`config.mk`:
```
export PLATFORM = sky130hd
export DESIGN_NAME = adc_trigger_alu_limit_engine
export DESIGN_NICKNAME = d
export VERILOG_FILES = /design/src/hdl/adc_engine_pkg.sv /design/src/hdl/trigger_detect.sv /design/src/hdl/sample_alu.sv /design/src/hdl/adc_trigger_alu_limit_engine.sv
export VERILOG_INCLUDE_DIRS = /design/src /design/src/hdl
export SDC_FILE = /design/constraint.sdc
export NUM_CORES = 1
export LEC_CHECK = 0
export ABC_AREA = 1
export BUFFER_PORTS_ARGS = -buffer_cell sky130_fd_sc_hd__clkbuf_2
export CORE_UTILIZATION = 28
export DETAILED_ROUTE_END_ITERATION = 10
export MAX_ROUTING_LAYER = met4
export SETUP_SLACK_MARGIN = 0.15
export SKIP_LAST_GASP = 1
export SYNTH_ARGS = -nofsm -noshare
export SYNTH_HDL_FRONTEND = slang
export SYNTH_SLANG_ARGS = --single-unit
```
`constraint.sdc`:
```
create_clock -name i_core_clk -period 4.5 [get_ports i_core_clk]
set_input_delay 0.225 -clock i_core_clk [delete_from_list [all_inputs] [get_ports i_core_clk]]
set_output_delay 0.225 -clock i_core_clk [all_outputs]
set_load 0.01 [all_outputs]
```
`src/hdl/adc_engine_cfg.svh`:
```
// Register offsets, field positions, reset values and counts of the ADC timing engine
`ifndef ADC_ENGINE_CFG_SVH
`define ADC_ENGINE_CFG_SVH

// Register offsets on the host register port
`define LIMIT_HIGH_UPPER_ADDR 8'h63
`define LIMIT_HIGH_LOWER_ADDR 8'h64
`define LIMIT_LOW_UPPER_ADDR 8'h65
`define LIMIT_LOW_LOWER_ADDR 8'h66
`define TRIGGER_CONFIG_ADDR 8'h67
`define ACCUMULATOR_UPPER_ADDR 8'h94
`define ACCUMULATOR_LOWER_ADDR 8'h95
`define PEAK_UPPER_ADDR 8'h96
`define PEAK_LOWER_ADDR 8'h97
`define TROUGH_UPPER_ADDR 8'h98
`define TROUGH_LOWER_ADDR 8'h99
`define CONVERSION_STATUS_ADDR 8'h9A
`define ENGINE_SETUP_ADDR 8'h61
`define SUMMARY_STATUS_ADDR 8'h8C

// Engine setup fields
`define SETUP_ENABLE_BIT 7
`define SETUP_REPEAT_BIT 3
`define SETUP_MODE_HI 1
`define SETUP_MODE_LO 0

// Trigger configuration fields
`define TRIG_PIN_B_BIT 7
`define TRIG_PIN_A_BIT 6
`define TRIG_HOLDOFF_BIT 5

// Conversion status fields
`define STAT_DONE_BIT 7
`define STAT_ERROR_BIT 6
`define STAT_HIGH_FAULT_BIT 5
`define STAT_LOW_FAULT_BIT 4
`define STAT_PIN_B_BIT 1
`define STAT_PIN_A_BIT 0

// Summary status fields
`define SUMMARY_BUSY_BIT 1
`define SUMMARY_INT_BIT 0

// Reset values
`define LIMIT_HIGH_RESET 12'hFFF
`define LIMIT_LOW_RESET 12'h000
`define SETUP_RESET 8'h00
`define TRIGGER_CONFIG_RESET 8'h00

// Sample counts and average shifts per read mode
`define SAMPLES_MODE_SINGLE 7'h01
`define SAMPLES_MODE_16 7'h10
`define SAMPLES_MODE_32 7'h20
`define SAMPLES_MODE_64 7'h40
`define SHIFT_MODE_16 3'h2
`define SHIFT_MODE_32 3'h3
`define SHIFT_MODE_64 3'h4

`endif

```
`src/hdl/adc_engine_pkg.sv`:
```
// Types and shared helper functions of the ADC timing engine
`include "adc_engine_cfg.svh"

package adc_engine_pkg;

	// Read mode: single sample or averaged multi-sample cycle
	typedef enum logic [1:0] {
		MODE_SINGLE = 2'h0,
		MODE_AVG16 = 2'h1,
		MODE_AVG32 = 2'h2,
		MODE_AVG64 = 2'h3
	} read_mode_t;

	// Sequencer states, one-hot
	typedef enum logic [4:0] {
		ST_IDLE = 5'h01,
		ST_ARMED = 5'h02,
		ST_START = 5'h04,
		ST_WAIT = 5'h08,
		ST_FINISH = 5'h10
	} engine_state_t;

	// Trigger source selection and pin polarity
	typedef struct packed {
		logic sel_a;
		logic sel_b;
		logic inv_a;
		logic inv_b;
		logic holdoff;
	} trigger_cfg_t;

	// ALU results of one conversion cycle
	typedef struct packed {
		logic [15:0] sum;
		logic [9:0] peak;
		logic [9:0] trough;
	} alu_result_t;

	// Number of conversions in one cycle
	function automatic logic [6:0] samples_for_mode(input read_mode_t mode);
		case (mode)
			MODE_AVG16: samples_for_mode = `SAMPLES_MODE_16;
			MODE_AVG32: samples_for_mode = `SAMPLES_MODE_32;
			MODE_AVG64: samples_for_mode = `SAMPLES_MODE_64;
			default: samples_for_mode = `SAMPLES_MODE_SINGLE;
		endcase
	endfunction

	// Twelve-bit average from the accumulator
	function automatic logic [11:0] average_of(input read_mode_t mode, input logic [15:0] sum);
		logic [15:0] shifted;
		shifted = 16'h0000;
		case (mode)
			MODE_AVG16: shifted = sum >> `SHIFT_MODE_16;
			MODE_AVG32: shifted = sum >> `SHIFT_MODE_32;
			MODE_AVG64: shifted = sum >> `SHIFT_MODE_64;
			default: shifted = sum;
		endcase
		average_of = shifted[11:0];
	endfunction

endpackage

```
`src/hdl/trigger_detect.sv`:
```
// Pin synchroniser, polarity, edge detect and holdoff gate for the external triggers
`timescale 1ns/1ps
`default_nettype none

module trigger_detect (
	input wire logic i_core_clk,
	input wire logic i_rst_n,
	input wire logic i_pin_a,
	input wire logic i_pin_b,
	input wire adc_engine_pkg::trigger_cfg_t i_cfg,
	output logic o_start,
	output logic o_suspend,
	output logic o_level_a,
	output logic o_level_b
);

	// Three-stage synchronisers, one per pin
	logic [2:0] sync_a_reg;
	logic [2:0] sync_b_reg;
	// Filtered pin levels and their previous values
	logic level_a_reg;
	logic level_b_reg;
	logic prev_a_reg;
	logic prev_b_reg;
	// Pin levels after polarity, high meaning active
	logic act_a;
	logic act_b;
	logic prev_act_a;
	logic prev_act_b;

	// Shift pins into the synchronisers
	always_ff @(posedge i_core_clk or negedge i_rst_n) begin
		if (!i_rst_n) begin
			sync_a_reg <= 3'h0;
			sync_b_reg <= 3'h0;
		end else begin
			sync_a_reg <= {sync_a_reg[1:0], i_pin_a};
			sync_b_reg <= {sync_b_reg[1:0], i_pin_b};
		end
	end

	// A level change counts once stages two and three agree
	always_ff @(posedge i_core_clk or negedge i_rst_n) begin
		if (!i_rst_n) begin
			level_a_reg <= 1'b0;
			level_b_reg <= 1'b0;
			prev_a_reg <= 1'b0;
			prev_b_reg <= 1'b0;
		end else begin
			if (sync_a_reg[1] == sync_a_reg[2]) begin
				level_a_reg <= sync_a_reg[2];
			end
			if (sync_b_reg[1] == sync_b_reg[2]) begin
				level_b_reg <= sync_b_reg[2];
			end
			prev_a_reg <= level_a_reg;
			prev_b_reg <= level_b_reg;
		end
	end

	// Inverted pins are active low
	assign act_a = level_a_reg ^ i_cfg.inv_a;
	assign act_b = level_b_reg ^ i_cfg.inv_b;
	assign prev_act_a = prev_a_reg ^ i_cfg.inv_a;
	assign prev_act_b = prev_b_reg ^ i_cfg.inv_b;

	// Rising edge of active level, falling pin edge when inverted, either pin if both chosen
	assign o_start = (i_cfg.sel_a && act_a && !prev_act_a) ||
		(i_cfg.sel_b && act_b && !prev_act_b);

	// Suspend only while every selected pin sits inactive
	assign o_suspend = i_cfg.holdoff && (i_cfg.sel_a || i_cfg.sel_b) &&
		!(i_cfg.sel_a && act_a) && !(i_cfg.sel_b && act_b);

	assign o_level_a = level_a_reg;
	assign o_level_b = level_b_reg;

endmodule

`default_nettype wire

```
`src/hdl/sample_alu.sv`:
```
// Accumulator and peak/trough tracker for one conversion cycle
`timescale 1ns/1ps
`default_nettype none

module sample_alu #(
	parameter int SAMPLE_W = 10,
	parameter int SUM_W = 16
) (
	input wire logic i_core_clk,
	input wire logic i_rst_n,
	input wire logic i_clear,
	input wire logic i_valid,
	input wire logic [SAMPLE_W-1:0] i_sample,
	output logic [SUM_W-1:0] o_sum,
	output logic [SAMPLE_W-1:0] o_peak,
	output logic [SAMPLE_W-1:0] o_trough
);

	// Running sum, largest and smallest sample
	logic [SUM_W-1:0] sum_reg;
	logic [SAMPLE_W-1:0] peak_reg;
	logic [SAMPLE_W-1:0] trough_reg;
	// Set once the first sample of the cycle is in
	logic seen_reg;

	// Clear at cycle start, fold in each sample
	always_ff @(posedge i_core_clk or negedge i_rst_n) begin
		if (!i_rst_n) begin
			sum_reg <= '0;
			peak_reg <= '0;
			trough_reg <= '0;
			seen_reg <= 1'b0;
		end else if (i_clear) begin
			// Results reflect only the new cycle
			sum_reg <= '0;
			peak_reg <= '0;
			trough_reg <= '0;
			seen_reg <= 1'b0;
		end else if (i_valid) begin
			sum_reg <= sum_reg + SUM_W'(i_sample);
			seen_reg <= 1'b1;
			// Peak and trough detection
			if (!seen_reg || i_sample > peak_reg) begin
				peak_reg <= i_sample;
			end
			if (!seen_reg || i_sample < trough_reg) begin
				trough_reg <= i_sample;
			end
		end
	end

	assign o_sum = sum_reg;
	assign o_peak = peak_reg;
	assign o_trough = trough_reg;

endmodule

`default_nettype wire

```
`src/hdl/adc_trigger_alu_limit_engine.sv`:
```
// Sequencer, limit check and host registers of the ADC timing engine
//
// Summary of operation
// - Start on active edge of selected pins
// - Holdoff suspends while all selected pins inactive
// - Enable after selection arms, waits for trigger
// - Armed engine waits forever, no timeout
// - Sixteen-bit sum, ten-bit peak and trough
// - Sample counts are full-scale 1023 codes
// - Fault and interrupt on limit crossing
// - Limits 0x000 and 0xFFF never fault
// - Mode 00 with repeat checks each sample
// - Repeat restarts until fault or disable
// - Averaged modes with repeat check average at cycle end
// - Average is sum shifted by 2, 3, 4
// - Status read-only; reading clears interrupt bit
// - Status bits: done, error, faults, pin levels
// - ALU does sum and peak/trough
`timescale 1ns/1ps
`default_nettype none
`include "adc_engine_cfg.svh"

module adc_trigger_alu_limit_engine #(
	parameter int SAMPLE_W = 10,
	parameter int SUM_W = 16
) (
	input wire logic i_core_clk,
	input wire logic i_rst_n,
	// Register port from the serial host interface
	input wire logic i_reg_wr,
	input wire logic i_reg_rd,
	input wire logic [7:0] i_reg_addr,
	input wire logic [7:0] i_reg_wdata,
	output logic [7:0] o_reg_rdata,
	// Trigger pins and their input polarity
	input wire logic i_trigger_pin_a,
	input wire logic i_trigger_pin_b,
	input wire logic i_pin_a_inverted,
	input wire logic i_pin_b_inverted,
	// Converter handshake
	output logic o_conv_start,
	input wire logic i_conv_done,
	input wire logic i_conv_error,
	input wire logic [SAMPLE_W-1:0] i_conv_data,
	// Status towards the rest of the device
	output logic o_engine_busy,
	output logic o_engine_irq
);

	// Host-written registers
	logic [11:0] upper_threshold_reg;
	logic [11:0] lower_threshold_reg;
	logic [7:0] engine_setup_reg;
	logic [7:0] trigger_config_reg;
	// Sequencer state and sample counter
	adc_engine_pkg::engine_state_t state_reg;
	adc_engine_pkg::engine_state_t state_next;
	logic [6:0] count_reg;
	// Status flags
	logic cycle_complete_flag;
	logic conversion_error_flag;
	logic upper_threshold_fault;
	logic lower_threshold_fault;
	logic pin_a_level_at_end;
	logic pin_b_level_at_end;
	logic engine_interrupt_bit;
	// Registered outputs
	logic conv_start_reg;
	logic [7:0] rdata_reg;

	// Decoded setup fields
	logic engine_enable;
	logic repeat_en;
	adc_engine_pkg::read_mode_t read_mode;
	adc_engine_pkg::trigger_cfg_t trig_cfg;
	logic external_sel;
	// Trigger detector outputs
	logic trig_start;
	logic trig_suspend;
	logic level_a;
	logic level_b;
	// ALU results
	adc_engine_pkg::alu_result_t alu;
	// Cycle events
	logic setup_write;
	logic enable_rise;
	logic enable_fall;
	logic status_read;
	logic cycle_clear;
	logic last_sample;
	logic sample_high;
	logic sample_low;
	logic [11:0] average;
	logic avg_high;
	logic avg_low;
	logic high_hit;
	logic low_hit;
	logic violation;

	// Setup field decode
	assign engine_enable = engine_setup_reg[`SETUP_ENABLE_BIT];
	assign repeat_en = engine_setup_reg[`SETUP_REPEAT_BIT];
	assign read_mode = adc_engine_pkg::read_mode_t'(
		engine_setup_reg[`SETUP_MODE_HI:`SETUP_MODE_LO]);
	assign trig_cfg.sel_a = trigger_config_reg[`TRIG_PIN_A_BIT];
	assign trig_cfg.sel_b = trigger_config_reg[`TRIG_PIN_B_BIT];
	assign trig_cfg.holdoff = trigger_config_reg[`TRIG_HOLDOFF_BIT];
	assign trig_cfg.inv_a = i_pin_a_inverted;
	assign trig_cfg.inv_b = i_pin_b_inverted;
	// With neither pin chosen the internal trigger starts the cycle
	assign external_sel = trig_cfg.sel_a || trig_cfg.sel_b;

	// Host access events
	assign setup_write = i_reg_wr && (i_reg_addr == `ENGINE_SETUP_ADDR);
	assign enable_rise = setup_write && i_reg_wdata[`SETUP_ENABLE_BIT] && !engine_enable;
	assign enable_fall = setup_write && !i_reg_wdata[`SETUP_ENABLE_BIT];
	assign status_read = i_reg_rd && (i_reg_addr == `CONVERSION_STATUS_ADDR);

	// External trigger front end
	trigger_detect u_trigger_detect (
		.i_core_clk(i_core_clk),
		.i_rst_n(i_rst_n),
		.i_pin_a(i_trigger_pin_a),
		.i_pin_b(i_trigger_pin_b),
		.i_cfg(trig_cfg),
		.o_start(trig_start),
		.o_suspend(trig_suspend),
		.o_level_a(level_a),
		.o_level_b(level_b)
	);

	// Accumulator and trackers; each sample is already a 0..1023 code
	sample_alu #(
		.SAMPLE_W(SAMPLE_W),
		.SUM_W(SUM_W)
	) u_sample_alu (
		.i_core_clk(i_core_clk),
		.i_rst_n(i_rst_n),
		.i_clear(cycle_clear),
		.i_valid(state_reg == adc_engine_pkg::ST_WAIT && i_conv_done),
		.i_sample(i_conv_data),
		.o_sum(alu.sum),
		.o_peak(alu.peak),
		.o_trough(alu.trough)
	);

	// A new cycle begins on a trigger in the armed state or on an internal start
	assign cycle_clear = (state_reg == adc_engine_pkg::ST_ARMED && trig_start) ||
		(state_reg == adc_engine_pkg::ST_IDLE && enable_rise && !external_sel) ||
		(state_reg == adc_engine_pkg::ST_FINISH && state_next == adc_engine_pkg::ST_START);

	assign last_sample = (count_reg + 7'h01) >= adc_engine_pkg::samples_for_mode(read_mode);

	// Single-sample mode compares each ten-bit sample against twelve-bit limits
	assign sample_high = {2'b00, i_conv_data} > upper_threshold_reg;
	assign sample_low = {2'b00, i_conv_data} < lower_threshold_reg;

	// Averaged modes compare the shifted sum at cycle end
	assign average = adc_engine_pkg::average_of(read_mode, alu.sum);
	assign avg_high = average > upper_threshold_reg;
	assign avg_low = average < lower_threshold_reg;

	// Fault conditions, taken only when a limit-check sequence runs
	always_comb begin
		high_hit = 1'b0;
		low_hit = 1'b0;
		if (repeat_en) begin
			if (read_mode == adc_engine_pkg::MODE_SINGLE) begin
				// Per-sample check as each result returns
				high_hit = state_reg == adc_engine_pkg::ST_WAIT && i_conv_done && sample_high;
				low_hit = state_reg == adc_engine_pkg::ST_WAIT && i_conv_done && sample_low;
			end else begin
				// Average check once the cycle is complete
				high_hit = state_reg == adc_engine_pkg::ST_FINISH && avg_high;
				low_hit = state_reg == adc_engine_pkg::ST_FINISH && avg_low;
			end
		end
	end
	assign violation = high_hit || low_hit;

	// Next-state logic of the sequencer
	always_comb begin
		state_next = state_reg;
		case (state_reg)
			adc_engine_pkg::ST_IDLE: begin
				if (enable_rise) begin
					// Enable after selecting a pin arms the engine
					state_next = external_sel ? adc_engine_pkg::ST_ARMED
						: adc_engine_pkg::ST_START;
				end
			end
			adc_engine_pkg::ST_ARMED: begin
				// No timeout: only a trigger or a disable leaves this state
				if (trig_start) begin
					state_next = adc_engine_pkg::ST_START;
				end
			end
			adc_engine_pkg::ST_START: begin
				// Holdoff gate holds the next conversion back
				if (!trig_suspend) begin
					state_next = adc_engine_pkg::ST_WAIT;
				end
			end
			adc_engine_pkg::ST_WAIT: begin
				if (i_conv_done) begin
					state_next = last_sample ? adc_engine_pkg::ST_FINISH
						: adc_engine_pkg::ST_START;
				end
			end
			adc_engine_pkg::ST_FINISH: begin
				// Repeat restarts until a fault stops it
				if (repeat_en && !violation && !(high_hit_seen() || low_hit_seen())) begin
					state_next = external_sel ? adc_engine_pkg::ST_ARMED
						: adc_engine_pkg::ST_START;
				end else begin
					state_next = adc_engine_pkg::ST_IDLE;
				end
			end
			default: begin
				state_next = adc_engine_pkg::ST_IDLE;
			end
		endcase
		// Writing enable low stops any sequence at once
		if (enable_fall) begin
			state_next = adc_engine_pkg::ST_IDLE;
		end
	end

	// A per-sample fault earlier in this cycle also ends the repeat
	function automatic logic high_hit_seen();
		high_hit_seen = repeat_en && read_mode == adc_engine_pkg::MODE_SINGLE &&
			upper_threshold_fault;
	endfunction

	function automatic logic low_hit_seen();
		low_hit_seen = repeat_en && read_mode == adc_engine_pkg::MODE_SINGLE &&
			lower_threshold_fault;
	endfunction

	// Sequencer state register
	always_ff @(posedge i_core_clk or negedge i_rst_n) begin
		if (!i_rst_n) begin
			state_reg <= adc_engine_pkg::ST_IDLE;
		end else begin
			state_reg <= state_next;
		end
	end

	// Sample counter within a cycle
	always_ff @(posedge i_core_clk or negedge i_rst_n) begin
		if (!i_rst_n) begin
			count_reg <= 7'h00;
		end else if (cycle_clear) begin
			count_reg <= 7'h00;
		end else if (state_reg == adc_engine_pkg::ST_WAIT && i_conv_done) begin
			count_reg <= count_reg + 7'h01;
		end
	end

	// One-cycle start request to the converter
	always_ff @(posedge i_core_clk or negedge i_rst_n) begin
		if (!i_rst_n) begin
			conv_start_reg <= 1'b0;
		end else begin
			conv_start_reg <= state_reg == adc_engine_pkg::ST_START &&
				state_next == adc_engine_pkg::ST_WAIT;
		end
	end

	// Host-writable limit registers
	always_ff @(posedge i_core_clk or negedge i_rst_n) begin
		if (!i_rst_n) begin
			upper_threshold_reg <= `LIMIT_HIGH_RESET;
			lower_threshold_reg <= `LIMIT_LOW_RESET;
		end else if (i_reg_wr) begin
			case (i_reg_addr)
				`LIMIT_HIGH_UPPER_ADDR: upper_threshold_reg[11:8] <= i_reg_wdata[3:0];
				`LIMIT_HIGH_LOWER_ADDR: upper_threshold_reg[7:0] <= i_reg_wdata;
				`LIMIT_LOW_UPPER_ADDR: lower_threshold_reg[11:8] <= i_reg_wdata[3:0];
				`LIMIT_LOW_LOWER_ADDR: lower_threshold_reg[7:0] <= i_reg_wdata;
				default: begin
				end
			endcase
		end
	end

	// Host-writable setup and trigger configuration
	always_ff @(posedge i_core_clk or negedge i_rst_n) begin
		if (!i_rst_n) begin
			engine_setup_reg <= `SETUP_RESET;
			trigger_config_reg <= `TRIGGER_CONFIG_RESET;
		end else if (i_reg_wr) begin
			case (i_reg_addr)
				`ENGINE_SETUP_ADDR: engine_setup_reg <= i_reg_wdata;
				`TRIGGER_CONFIG_ADDR: trigger_config_reg <= i_reg_wdata;
				default: begin
				end
			endcase
		end
	end

	// Done and error flags, cleared when a new cycle begins
	always_ff @(posedge i_core_clk or negedge i_rst_n) begin
		if (!i_rst_n) begin
			cycle_complete_flag <= 1'b0;
			conversion_error_flag <= 1'b0;
		end else if (cycle_clear) begin
			cycle_complete_flag <= 1'b0;
			conversion_error_flag <= 1'b0;
		end else begin
			if (state_reg == adc_engine_pkg::ST_FINISH) begin
				cycle_complete_flag <= 1'b1;
			end
			if (state_reg == adc_engine_pkg::ST_WAIT && i_conv_done && i_conv_error) begin
				conversion_error_flag <= 1'b1;
			end
		end
	end

	// Sticky faults: a new fault in the read cycle wins over the clear
	always_ff @(posedge i_core_clk or negedge i_rst_n) begin
		if (!i_rst_n) begin
			upper_threshold_fault <= 1'b0;
			lower_threshold_fault <= 1'b0;
		end else begin
			if (high_hit) begin
				upper_threshold_fault <= 1'b1;
			end else if (status_read) begin
				upper_threshold_fault <= 1'b0;
			end
			if (low_hit) begin
				lower_threshold_fault <= 1'b1;
			end else if (status_read) begin
				lower_threshold_fault <= 1'b0;
			end
		end
	end

	// Interrupt bit set on cycle end or fault, cleared by a status read
	always_ff @(posedge i_core_clk or negedge i_rst_n) begin
		if (!i_rst_n) begin
			engine_interrupt_bit <= 1'b0;
		end else if (violation || state_reg == adc_engine_pkg::ST_FINISH) begin
			engine_interrupt_bit <= 1'b1;
		end else if (status_read) begin
			engine_interrupt_bit <= 1'b0;
		end
	end

	// Pin levels captured at end of conversion
	always_ff @(posedge i_core_clk or negedge i_rst_n) begin
		if (!i_rst_n) begin
			pin_a_level_at_end <= 1'b0;
			pin_b_level_at_end <= 1'b0;
		end else if (state_reg == adc_engine_pkg::ST_WAIT && i_conv_done) begin
			pin_a_level_at_end <= level_a;
			pin_b_level_at_end <= level_b;
		end
	end

	// Read data, one cycle after the read strobe; status is read-only
	always_ff @(posedge i_core_clk or negedge i_rst_n) begin
		if (!i_rst_n) begin
			rdata_reg <= 8'h00;
		end else if (i_reg_rd) begin
			case (i_reg_addr)
				`LIMIT_HIGH_UPPER_ADDR: rdata_reg <= {4'h0, upper_threshold_reg[11:8]};
				`LIMIT_HIGH_LOWER_ADDR: rdata_reg <= upper_threshold_reg[7:0];
				`LIMIT_LOW_UPPER_ADDR: rdata_reg <= {4'h0, lower_threshold_reg[11:8]};
				`LIMIT_LOW_LOWER_ADDR: rdata_reg <= lower_threshold_reg[7:0];
				`TRIGGER_CONFIG_ADDR: rdata_reg <= trigger_config_reg;
				`ENGINE_SETUP_ADDR: rdata_reg <= engine_setup_reg;
				`ACCUMULATOR_UPPER_ADDR: rdata_reg <= alu.sum[15:8];
				`ACCUMULATOR_LOWER_ADDR: rdata_reg <= alu.sum[7:0];
				`PEAK_UPPER_ADDR: rdata_reg <= {6'h00, alu.peak[9:8]};
				`PEAK_LOWER_ADDR: rdata_reg <= alu.peak[7:0];
				`TROUGH_UPPER_ADDR: rdata_reg <= {6'h00, alu.trough[9:8]};
				`TROUGH_LOWER_ADDR: rdata_reg <= alu.trough[7:0];
				`CONVERSION_STATUS_ADDR: begin
					rdata_reg <= {cycle_complete_flag, conversion_error_flag,
						upper_threshold_fault, lower_threshold_fault, 2'b00,
						pin_b_level_at_end, pin_a_level_at_end};
				end
				`SUMMARY_STATUS_ADDR: begin
					rdata_reg <= {6'h00, state_reg != adc_engine_pkg::ST_IDLE,
						engine_interrupt_bit};
				end
				// Unmapped offsets read as zero
				default: rdata_reg <= 8'h00;
			endcase
		end
	end

	// Busy flag mirrors the sequencer, registered
	always_ff @(posedge i_core_clk or negedge i_rst_n) begin
		if (!i_rst_n) begin
			o_engine_busy <= 1'b0;
		end else begin
			o_engine_busy <= state_next != adc_engine_pkg::ST_IDLE;
		end
	end

	assign o_reg_rdata = rdata_reg;
	assign o_conv_start = conv_start_reg;
	assign o_engine_irq = engine_interrupt_bit;

endmodule

`default_nettype wire

```
== Word-level counts from Yosys, hierarchy flattened ==
Index checks and enable logic that the tools add are counted.

* Input bits: 36
* Logic and storage cells: 169
* Output and inout port bits: 11
* Register bits after elaboration: 116

* Reduce and logical (&&, ||, !) cells: 64
* Add/subtract/negate cells: 2
* Magnitude comparators: 7
* Equal/unequal tests: 28
* Multiplexer cells: 36
* Bitwise operators: 4

{| class="wikitable"
|+ Operators with widths
! cell !! number
|-
| case mux 8 bit (14 select lines) || 1
|-
| == test 8 bit (second input constant) || 8
|-
| 2-to-1 mux 10 bit || 6
|-
| == test 8 x 7 -> 1 bit (second input constant) || 6
|-
| case mux 12 bit (3 select lines) || 1
|-
| 2-to-1 mux 16 bit || 2
|-
| 2-to-1 mux 5 bit || 6
|-
| logical AND 1 bit || 28
|-
| case mux 5 bit (5 select lines) || 1
|-
| case mux 7 bit (3 select lines) || 1
|-
| adder 16 x 10 -> 16 bit || 1
|-
| AND reduction 2 bit || 8
|-
| nonzero test 2 bit || 8
|-
| 2-to-1 mux 1 bit || 14
|-
| 2-to-1 mux 7 bit || 2
|-
| > comparator 10 x 12 -> 1 bit || 1
|-
| > comparator 12 bit || 1
|-
| < comparator 10 x 12 -> 1 bit || 1
|-
| < comparator 12 bit || 1
|-
| == test 5 x 3 -> 1 bit (second input constant) || 2
|-
| == test 5 x 4 -> 1 bit (second input constant) || 2
|-
| > comparator 10 bit || 1
|-
| logical NOT 1 bit || 10
|-
| < comparator 10 bit || 1
|-
| 13 further kinds || 28
|}

== Longest topological paths before layout ==
Gate-level depths: netlist of the first run.

* Depth after elaboration: 18
* Gate-level depth with buffers: 22
* Mapped depth without buffers: 20

== Cells and area by module ==
From an unflattened synthesis of the first run, not the netlist that was laid out.

* Cell total of the unflattened synthesis: 1,047
* Area, all modules: 8,036.5 sq um

{| class="wikitable"
|+ By module, submodules not included
! module !! seq. area each (sq um) !! area an instance (sq um) !! times used !! cells an instance
|-
| adc_trigger_alu_limit_engine || 1,742.9 || 5,057.4 || 1 || 658
|-
| sample_alu || 925.9 || 2,605.0 || 1 || 357
|-
| trigger_detect || 250.2 || 374.1 || 1 || 32
|}

== Least setup slack after synthesis of the first run ==
OpenSTA, ideal clock, no wires.

* Kind: register to register
* From: register engine_setup_reg[1]
* To: register u_sample_alu.seen_reg
* Data arrival time: 2.706 ns
* Required time: 4.368 ns
* Slack: 1.662 ns
* Stages on the path, launching flop included: 21
* Setup time: 0.132 ns
* Period minus slack after synthesis: 2.838 ns
* Cell sequence: dfrtp_1 > inv_1 > nor2_1 > inv_1 > clkbuf_1 > o22ai_1 > a21oi_1 > o21ai_0 > ha_1 > nand4_1 > nor3_1 > nand4_1 > nand3_1 > nand2_1 > nand3_1 > nand4_1 > nand2_1 > nand3_2 > nand2_2 > buf_6 > a21oi_1

* Cells in the longest elaborated chain, start to end: 17

{| class="wikitable"
|+ RTL lines
! what !! RTL line !! RTL
|-
| from (decl) || adc_trigger_alu_limit_engine.sv:53 || <nowiki>logic [7:0] engine_setup_reg;</nowiki>
|-
| from (signal assigned) || adc_trigger_alu_limit_engine.sv:290 || <nowiki>engine_setup_reg <= `SETUP_RESET;</nowiki>
|-
| from (signal assigned) || adc_trigger_alu_limit_engine.sv:294 || <nowiki>`ENGINE_SETUP_ADDR: engine_setup_reg <= i_reg_wdata;</nowiki>
|-
| == test 2 bit or == test 2 x 1 -> 1 bit (tied branches) || adc_engine_pkg.sv:41, adc_engine_pkg.sv:53 ||
|-
| case mux 12 bit (3 select lines) || adc_engine_pkg.sv:53 || <nowiki>case (mode)</nowiki>
|-
| > comparator 12 bit or < comparator 12 bit (tied branches) || adc_trigger_alu_limit_engine.sv:160, adc_trigger_alu_limit_engine.sv:161 ||
|-
| logical AND 1 bit, on equally long branches || adc_trigger_alu_limit_engine.sv:174, adc_trigger_alu_limit_engine.sv:175 ||
|-
| 2-to-1 mux 1 bit || adc_trigger_alu_limit_engine.sv:168 || <nowiki>if (read_mode == adc_engine_pkg::MODE_SINGLE) begin</nowiki>
|-
| 2-to-1 mux 1 bit || adc_trigger_alu_limit_engine.sv:167 || <nowiki>if (repeat_en) begin</nowiki>
|-
| logical OR 1 bit || adc_trigger_alu_limit_engine.sv:179 || <nowiki>assign violation = high_hit || low_hit;</nowiki>
|-
| logical NOT 1 bit || adc_trigger_alu_limit_engine.sv:212 || <nowiki>if (repeat_en && !violation && !(high_hit_seen() || low_hit_seen())) begin</nowiki>
|-
| logical AND 1 bit (2 in series) || adc_trigger_alu_limit_engine.sv:212 ||
|-
| 2-to-1 mux 3 bit || adc_trigger_alu_limit_engine.sv:212 ||
|-
| case mux 5 bit (5 select lines) * || adc_trigger_alu_limit_engine.sv:184 || <nowiki>case (state_reg)</nowiki>
|-
| 2-to-1 mux 5 bit * || adc_trigger_alu_limit_engine.sv:224 || <nowiki>if (enable_fall) begin</nowiki>
|-
| == test 5 x 3 -> 1 bit * || adc_trigger_alu_limit_engine.sv:150 || <nowiki>(state_reg == adc_engine_pkg::ST_FINISH && state_next == adc_engine_pkg::ST_START);</nowiki>
|-
| logical AND 1 bit * || adc_trigger_alu_limit_engine.sv:150 ||
|-
| logical OR 1 bit * || adc_trigger_alu_limit_engine.sv:149 || <nowiki>(state_reg == adc_engine_pkg::ST_IDLE && enable_rise && !external_sel) ||</nowiki>
|-
| 2-to-1 mux 1 bit or nonzero test 2 bit (tied branches) || -- ||
|-
| to (signal assigned) || sample_alu.sv:32 || <nowiki>seen_reg <= 1'b0;</nowiki>
|-
| to (signal assigned) || sample_alu.sv:38 || <nowiki>seen_reg <= 1'b0;</nowiki>
|-
| to (signal assigned) || sample_alu.sv:41 || <nowiki>seen_reg <= 1'b1;</nowiki>
|-
| to (decl) || sample_alu.sv:24 || <nowiki>logic seen_reg;</nowiki>
|}

Mark *: on every way between the ends. The rest lies on a longest branch, timed or not.
A chain may end at the register's enable or synchronous reset.

== Worst setup path in the final report of the first run ==
* From: register engine_setup_reg[0]
* To: register u_sample_alu.peak_reg[4], in the netlist u_sample_alu.o_peak[4]

* Cells in the longest elaborated chain, start to end: 18

{| class="wikitable"
|+ RTL lines
! what !! RTL line !! RTL
|-
| == test 2 bit or == test 2 x 1 -> 1 bit (tied branches) || adc_engine_pkg.sv:41, adc_engine_pkg.sv:53 ||
|-
| case mux 12 bit (3 select lines) || adc_engine_pkg.sv:53 ||
|-
| > comparator 12 bit or < comparator 12 bit (tied branches) || adc_trigger_alu_limit_engine.sv:160, adc_trigger_alu_limit_engine.sv:161 ||
|-
| logical AND 1 bit, on equally long branches || adc_trigger_alu_limit_engine.sv:174, adc_trigger_alu_limit_engine.sv:175 ||
|-
| 2-to-1 mux 1 bit || adc_trigger_alu_limit_engine.sv:168 ||
|-
| 2-to-1 mux 1 bit || adc_trigger_alu_limit_engine.sv:167 ||
|-
| logical OR 1 bit || adc_trigger_alu_limit_engine.sv:179 ||
|-
| logical NOT 1 bit || adc_trigger_alu_limit_engine.sv:212 ||
|-
| logical AND 1 bit (2 in series) || adc_trigger_alu_limit_engine.sv:212 ||
|-
| 2-to-1 mux 3 bit || adc_trigger_alu_limit_engine.sv:212 ||
|-
| case mux 5 bit (5 select lines) * || adc_trigger_alu_limit_engine.sv:184 ||
|-
| 2-to-1 mux 5 bit * || adc_trigger_alu_limit_engine.sv:224 ||
|-
| == test 5 x 3 -> 1 bit * || adc_trigger_alu_limit_engine.sv:150 ||
|-
| logical AND 1 bit * || adc_trigger_alu_limit_engine.sv:150 ||
|-
| logical OR 1 bit * || adc_trigger_alu_limit_engine.sv:149 ||
|-
| nonzero test 2 bit (no source line) || -- ||
|-
| AND reduction 2 bit (no source line) || -- ||
|-
| to (signal assigned) || sample_alu.sv:44 || <nowiki>peak_reg <= i_sample;</nowiki>
|-
| to (decl) || sample_alu.sv:21 || <nowiki>logic [SAMPLE_W-1:0] peak_reg;</nowiki>
|}

Marked as above.

==> impl_metrics.py, run 1 <==
metrics = {
    "critical_path": {
        "crit_path_end_kind": "register",
        "timing.rr.end": "u_sample_alu.o_peak[4]$_DFFE_PN0P_",
        "regToRegSetupSlack_ps": 740,
        "worstRegToRegCells": 17,
        "path_max_fanout": 41,
        "path_common_cell": "nand2_1",
        "cp.required_ps": 4870,
        "critPathLaunchType": "register",
        "worstPathArrival_ps": 4120,
        "cpLargestDelayFamily": "simple AND/OR/NAND/NOR gates",
        "path_cells": "nor2_1 -> inv_1 -> o21ai_0 -> ha_1 -> nand4_1 -> nor3_1 -> nand2_1 -> nand3_1 -> nand3_1 -> nand2_1 -> nand3_1 -> nand4_1 -> nand2_1 -> nand3_2 -> buf_4 -> nand4_1 -> nand2_1",
        "critPathKind": "register to register",
        "critical-path-max-stage-delay_ps": 540,
        "path_buf_inv": 2,
        "r2r-start": "engine_setup_reg[0]$_DFFE_PN0P_",
        "critPathSlowestCell": "o21ai_0",
    },
    "yosys": {
        "yosys.area.top_type": "dfrtp_1",
        "synth_edf_count": 0,
        "synthTopCellsByArea": "dfrtp_1, ha_1, nand2_1, inv_1, o21ai_0",
        "postSynthAreaPerCell_sq_um": 7.78,
        "synth.top_cell.area_share_pct": 33.4,
        "syn_nets": 1104,
        "ys.warnings.count": 0,
        "ys_seq_area_share_pct": 37.8,
        "ys_ff_latch": 116,
        "synthCells": 991,
        "synthFlopType": "dfrtp_1",
        "ys_types": 48,
        "syn_area_sq_mm": 0.00771,
        "synth-async-reset-ratio_pct": 100,
    },
    "detailed_routing": {
        "drtIter0Drc": 647,
        "drt_first_pass_iters": 5,
        "ant_nets": 0,
        "viasPerCell": 5.07,
        "via_count": 7071,
        "post_drt_wl_per_cell_um": 16.9,
        "routed_wl_um": 23600,
        "route.detailed.drc": 0,
    },
    "pwr": {
        "clkPwrFrac_pct": 45.5,
        "power_leakage_nw": 4.23,
        "internal_power_mw": 2.05,
        "ir_worst_vdd_mv": 0.146,
        "swShare_pct": 29.3,
        "combPwrFrac_pct": 15.2,
        "totalPowerFinal_mw": 2.90,
        "power.net_switching_mw": 0.848,
        "cellPowerDensity_mw_per_mm2": 325,
        "power_frac_seq_pct": 39.3,
    },
    "cells_and_area": {
        "nets": 1154,
        "largest_register_ffs": 16,
        "diodes": 0,
        "final_common_cell": "nand2_1",
        "layout-drive-gt1-share_pct": 10.2,
        "final_cell_mix": "nand2_1, inv_1, dfrtp_1, o21ai_0, ha_1",
        "area_growth_pct": 15.6,
        "instances_no_fill": 1395,
        "fin_util_pct": 33.1,
        "finalInstanceArea_sq_mm": 0.00891,
    },
    "cts": {
        "cts_setup_buffers": 0,
        "cts_made_buffers": 17,
        "cts-root-buf": "clkbuf_16",
        "clkSinkCount": 116,
        "clockBufferDepth": 2,
        "cts-resized-gates": 0,
        "cts_tree": "built",
        "htreeDepth": 4,
        "worst_skew_pair.late_latency_ps": 430,
        "clk_pin_slew_worst_paths_ps": 60,
    },
    "floorplanning": {
        "fp.coreArea_sq_mm": 0.0270,
        "dieArea_sq_mm": 0.0282,
        "chipHeight_um": 168,
        "die_w_um": 168,
        "ios": 47,
        "rows": 60,
        "initial_core_util_pct": 28.6,
    },
    "min_path": {
        "min_to": "engine_setup_reg[0]$_DFFE_PN0P_",
        "min_path_cells": 3,
        "hold_class": "primary input to register",
        "min_from": "i_reg_wdata[0]",
    },
    "global_route": {
        "grt-ovfl-total": 0,
        "first_global_vias": 6585,
        "grt_max_degree": 60,
        "grt_pass1_wl_um": 36900,
        "grt_util_all_layers_pct": 17.7,
        "antenna_found_initial": 0,
    },
    "timing": {
        "fin_ws_ps": 744,
        "fin_crit_ps": 3760,
        "fmax_mhz": 266,
        "period_share_pct": 83.5,
        "fin_tns_setup_ps": 0,
        "relSlewSlack_pct": 25.2,
        "tightestPinTransition_ps": 1120,
        "setup_viol_count_final": 0,
        "slew_violations": 0,
        "timing.hold.ws_ps": 30.4,
        "hold_viol": 0,
        "fin_skew_ps": 8.03,
        "rsz0062_at_grt": "false",
    },
    "status": {
        "outcome": "finished, final reports clean",
    },
    "placement": {
        "dpl_cell_area_sq_mm": 0.00830,
        "place_ws_ps": 770,
        "dpl.cell_count": 1360,
        "numPortBuffers": 46,
        "hpwl_um": 18200,
        "routabilityCongestion": 0.975,
    },
    "run": {
        "drv_cap": 0,
    },
}
==> power by group through the flow <==
stage	logic, mW	clock network (mW)	registers [mW]
after global routing	0.502	1.38	1.14
after CTS	0.437	1.33	1.14
after global placement	0.426	0	1.15
after floorplan	0.284	0	1.14
after detailed placement	0.433	0	1.16
final	0.439	1.32	1.14
==> Yosys cell counts (4+ instances only) <==
| master | n |
|---|---|
| clkbuf_1 | 17 |
| nor4_1 | 4 |
| xnor2_1 | 5 |
| buf_2 | 4 |
| xor2_1 | 10 |
| nor3_1 | 16 |
| dfrtp_1 | 103 |
| a221oi_1 | 8 |
| nor2_1 | 68 |
| o22ai_1 | 27 |
| o211ai_1 | 5 |
| o21ai_0 | 87 |
| dfstp_2 | 13 |
| inv_1 | 143 |
| a211oi_1 | 6 |
| nand3_1 | 29 |
| a21oi_1 | 63 |
| ha_1 | 76 |
| nand4_1 | 50 |
| nand2_1 | 211 |
==> final cells by class <==
class,instances,area [sq um]
clock buffers,19,453
flip-flops and latches,116,2920
fillers,2824,18000
clock inverters,13,126
inverters,148,556
multi-input cells,704,4130
repair buffers,54,300
well taps,341,427
==> worst max path at each step <==
stage	startpoint	to	slack [ps]	cells past startpoint
after floorplan	engine_setup_reg[1]$_DFFE_PN0P_	u_sample_alu.seen_reg$_DFFE_PN0P_	1660	20
after global placement	engine_setup_reg[0]$_DFFE_PN0P_	u_sample_alu.o_trough[0]$_DFFE_PN0P_	880	17
after detailed placement	engine_setup_reg[0]$_DFFE_PN0P_	count_reg[5]$_DFFE_PN0P_	770	15
after CTS	engine_setup_reg[0]$_DFFE_PN0P_	u_sample_alu.o_sum[14]$_DFFE_PN0P_	740	15
after global routing	engine_setup_reg[0]$_DFFE_PN0P_	u_sample_alu.o_trough[0]$_DFFE_PN0P_	420	17
final	engine_setup_reg[0]$_DFFE_PN0P_	u_sample_alu.o_peak[4]$_DFFE_PN0P_	740	17
==> repair_timing <==
action | CTS | global route
hold endpoints to repair | 64 | 0
endpoints found under the setup margin | 0 | 0
hold buffers | 3 | 0
==> logic make-up (layout without fill, tap and decap cells) <==
group | Yosys count | in the layout | share of synthesized area [%]
and+or+nand+nor | 391 | 391 | 22.5
AOI/OAI and AO/OA | 219 | 219 | 16.5
buffers and inverters | 171 | 234 | 8.58
DFF | 116 | 116 | 37.8
adders and majority gates | 79 | 79 | 12.8
xor gates and xnor gates | 15 | 15 | 1.70
==> worst reg2reg max path: cells and delay by family, from the launching register on <==
family          cells  cell delay (ps)
flops               1              420
buf+inv             2              700
simple gates       13             1800
compound gates      1              540
fa+ha+maj           1              230
==> routing by layer <==
layer | global-route usage (%) | vias to the layer above | routed length (um)
li1 | - | 3482 | -
met1 | 22.4 | 3323 | 10500
met2 | 27.8 | 226 | 11000
met3 | 3.36 | 40 | 1410
met4 | 7.26 | 0 | 692
met5 | - | - | 0
Power figures use the tool's default switching activity.
==> inputs of run 2 (changes only) <==
==> constraint.sdc (replaced) <==
create_clock -name i_core_clk -period 3.6 [get_ports i_core_clk]
set_input_delay 0.18 -clock i_core_clk [delete_from_list [all_inputs] [get_ports i_core_clk]]
set_output_delay 0.18 -clock i_core_clk [all_outputs]
set_load 0.01 [all_outputs]
==> run 2 against run 1 <==
Clock skew grew 10 ps. Power grew 27%. Final area grew 2.7%. Non-clock buffer count grew 14. Sequential power grew 25%. Routed wire length grew 2.5%. Worst hold slack gained 2.9 ps. Largest cell class unchanged. Largest power group unchanged.
==> impl_metrics.py, run 2 (synthesis results as in run 1) <==
metrics = {
    "pwr": {
        "power_frac_seq_pct": 38.8,
        "power_leakage_nw": 4.33,
        "power.net_switching_mw": 1.06,
        "cellPowerDensity_mw_per_mm2": 402,
        "swShare_pct": 28.8,
        "clkPwrFrac_pct": 45.9,
        "combPwrFrac_pct": 15.3,
        "internal_power_mw": 2.62,
        "ir_worst_vdd_mv": 0.282,
    },
    "critical_path": {
        "cpLargestDelayFamily": "simple AND/OR/NAND/NOR gates",
        "critPathKind": "register to register",
        "path_common_cell": "nand4_1",
        "worstPathArrival_ps": 3480,
        "critPathSlowestCell": "dfrtp_1",
        "crit_path_end_kind": "register",
        "path_cells": "inv_2 -> nor2_1 -> inv_2 -> o22ai_1 -> a21oi_1 -> o21ai_0 -> ha_1 -> nand4_1 -> nor3_2 -> nand4_1 -> nand3_1 -> nand2_2 -> nand3_1 -> nand4_1 -> nand2_1 -> nand3_4 -> clkbuf_16 -> nand4_1 -> nand2_1",
        "path_buf_inv": 3,
        "critical-path-max-stage-delay_ps": 430,
        "cp.required_ps": 3910,
        "critPathLaunchType": "register",
        "path_max_fanout": 20,
    },
    "global_route": {
        "grt_max_degree": 63,
        "first_global_vias": 6825,
        "antenna_found_initial": 0,
        "gr-max-usage-layer": "met2",
        "use_met2_pct": 28.4,
        "grt_pass1_wl_um": 37700,
        "gr-usage-met3_pct": 3.46,
        "grtUsageMet1_pct": 22.5,
        "grt-ovfl-total": 0,
        "grt_util_all_layers_pct": 18.1,
    },
    "timing": {
        "fin_crit_ps": 3170,
        "rsz0062_at_grt": "false",
        "hold_viol": 0,
        "relSlewSlack_pct": 50.6,
        "fin_tns_setup_ps": 0,
        "slew_violations": 0,
        "tightestPinTransition_ps": 740,
        "period_share_pct": 88.1,
        "fin_skew_ps": 18.0,
        "setup_viol_count_final": 0,
        "fin_ws_ps": 428,
        "fmax_mhz": 315,
    },
    "placement": {
        "numPortBuffers": 46,
        "hpwl_um": 18300,
        "routabilityCongestion": 0.962,
        "place_ws_ps": 259,
    },
    "cts": {
        "clockBufferDepth": 2,
        "clk_pin_slew_worst_paths_ps": 60,
        "worst_skew_pair.late_latency_ps": 440,
        "cts-root-buf": "clkbuf_16",
        "cts_tree": "built",
        "htreeDepth": 4,
        "clkSinkCount": 116,
        "cts_made_buffers": 17,
    },
    "detailed_routing": {
        "ant_nets": 0,
        "viasPerCell": 5.14,
        "route.detailed.drc": 0,
        "drtIter0Drc": 715,
        "via_count": 7236,
        "routed_wl_um": 24200,
        "drt_first_pass_iters": 5,
        "post_drt_wl_per_cell_um": 17.2,
    },
    "floorplanning": {
        "rows": 60,
        "ios": 47,
        "fp.coreArea_sq_mm": 0.0270,
        "initial_core_util_pct": 28.6,
        "die_w_um": 168,
        "dieArea_sq_mm": 0.0282,
        "chipHeight_um": 168,
    },
    "min_path": {
        "hold_class": "primary input to register",
    },
    "cells_and_area": {
        "area_growth_pct": 18.6,
        "final_cell_mix": "nand2_1, inv_1, dfrtp_1, o21ai_0, ha_1",
        "layout-drive-gt1-share_pct": 12.1,
        "largest_register_ffs": 16,
        "nets": 1168,
        "diodes": 0,
        "fill_cells": 2777,
        "final_common_cell": "nand2_1",
    },
    "run": {
        "drv_cap": 0,
    },
    "status": {
        "outcome": "finished, final reports clean",
    },
}
-- run 2: layer usage --
metal	wire, um	part of all wire [%]	vias to the layer above
met5	0	0	-
met4	725	3.0	0
met3	1440	6.0	46
met2	11300	47	250
met1	10800	45	3425
li1	-	-	3515
-- run 2: through the flow --
step / utilization, % / power (mW) / std cells / area (sq um) / hold WS (ps)
floorplan: - / 1.78 / 991 / 7710 / -116
global placement: 31.0 / 1.97 / 1363 / 8360 / 287
detailed placement: 31.0 / 1.99 / 1363 / 8360 / 291
CTS: 33.4 / 3.70 / 1401 / 9010 / 25.5
global route: 34.0 / 3.86 / 1409 / 9150 / 52.9
finish: 34.0 / 3.68 / 1409 / 9150 / 33.3
-- run 2: tightest hold or removal path: cells and delay by family --
family                 cells  cell delay [ps]
and+or+nand+nor            1               90
AOI/OAI and AO/OA          1               60
buffers and inverters      1               90
-- run 2: path summary, 6_finish.rpt --
path                       slack [ps]                                     start                                        to  cells after the start
max in group asynchronous        2440                                   i_rst_n                    state_reg[0]$_DFF_PN1_                      3
min in group asynchronous         350                                   i_rst_n           engine_setup_reg[1]$_DFFE_PN0P_                      2
max                               430           engine_setup_reg[1]$_DFFE_PN0P_      u_sample_alu.o_trough[2]$_DFFE_PN0P_                     19
min reg2reg                       350  u_trigger_detect.sync_b_reg[0]$_DFF_PN0_  u_trigger_detect.sync_b_reg[1]$_DFF_PN0_                      0
min                                30                              i_conv_error         conversion_error_flag$_DFFE_PN0P_                      3
max reg2reg                       430           engine_setup_reg[1]$_DFFE_PN0P_      u_sample_alu.o_trough[2]$_DFFE_PN0P_                     19
-- run 2: cell type report --
type	count	area [sq um]	share of cell area [%]
Inverter	148	559	6.11
Timing Repair Buffer	68	485	5.31
Clock inverter	14	150	1.64
Sequential cell	116	2920	31.9
Tap cell	341	427	4.66
Multi-Input combinational cell	704	4170	45.6
Clock buffer	18	439	4.80
-- run 2: what timing repair did --
item	CTS	global route
hold buffers	6	0
endpoints found under the hold margin	47	0
buffers inserted	0	6
setup endpoints to repair	0	48
gates resized for setup	0	18
-- run 2: power groups by stage --
stage	clock network, mW	logic [mW]	registers, mW
after floorplan	0	0.355	1.43
after global placement	0	0.529	1.45
after detailed placement	0	0.541	1.45
after CTS	1.72	0.550	1.43
after global routing	1.78	0.645	1.43
final	1.69	0.561	1.43
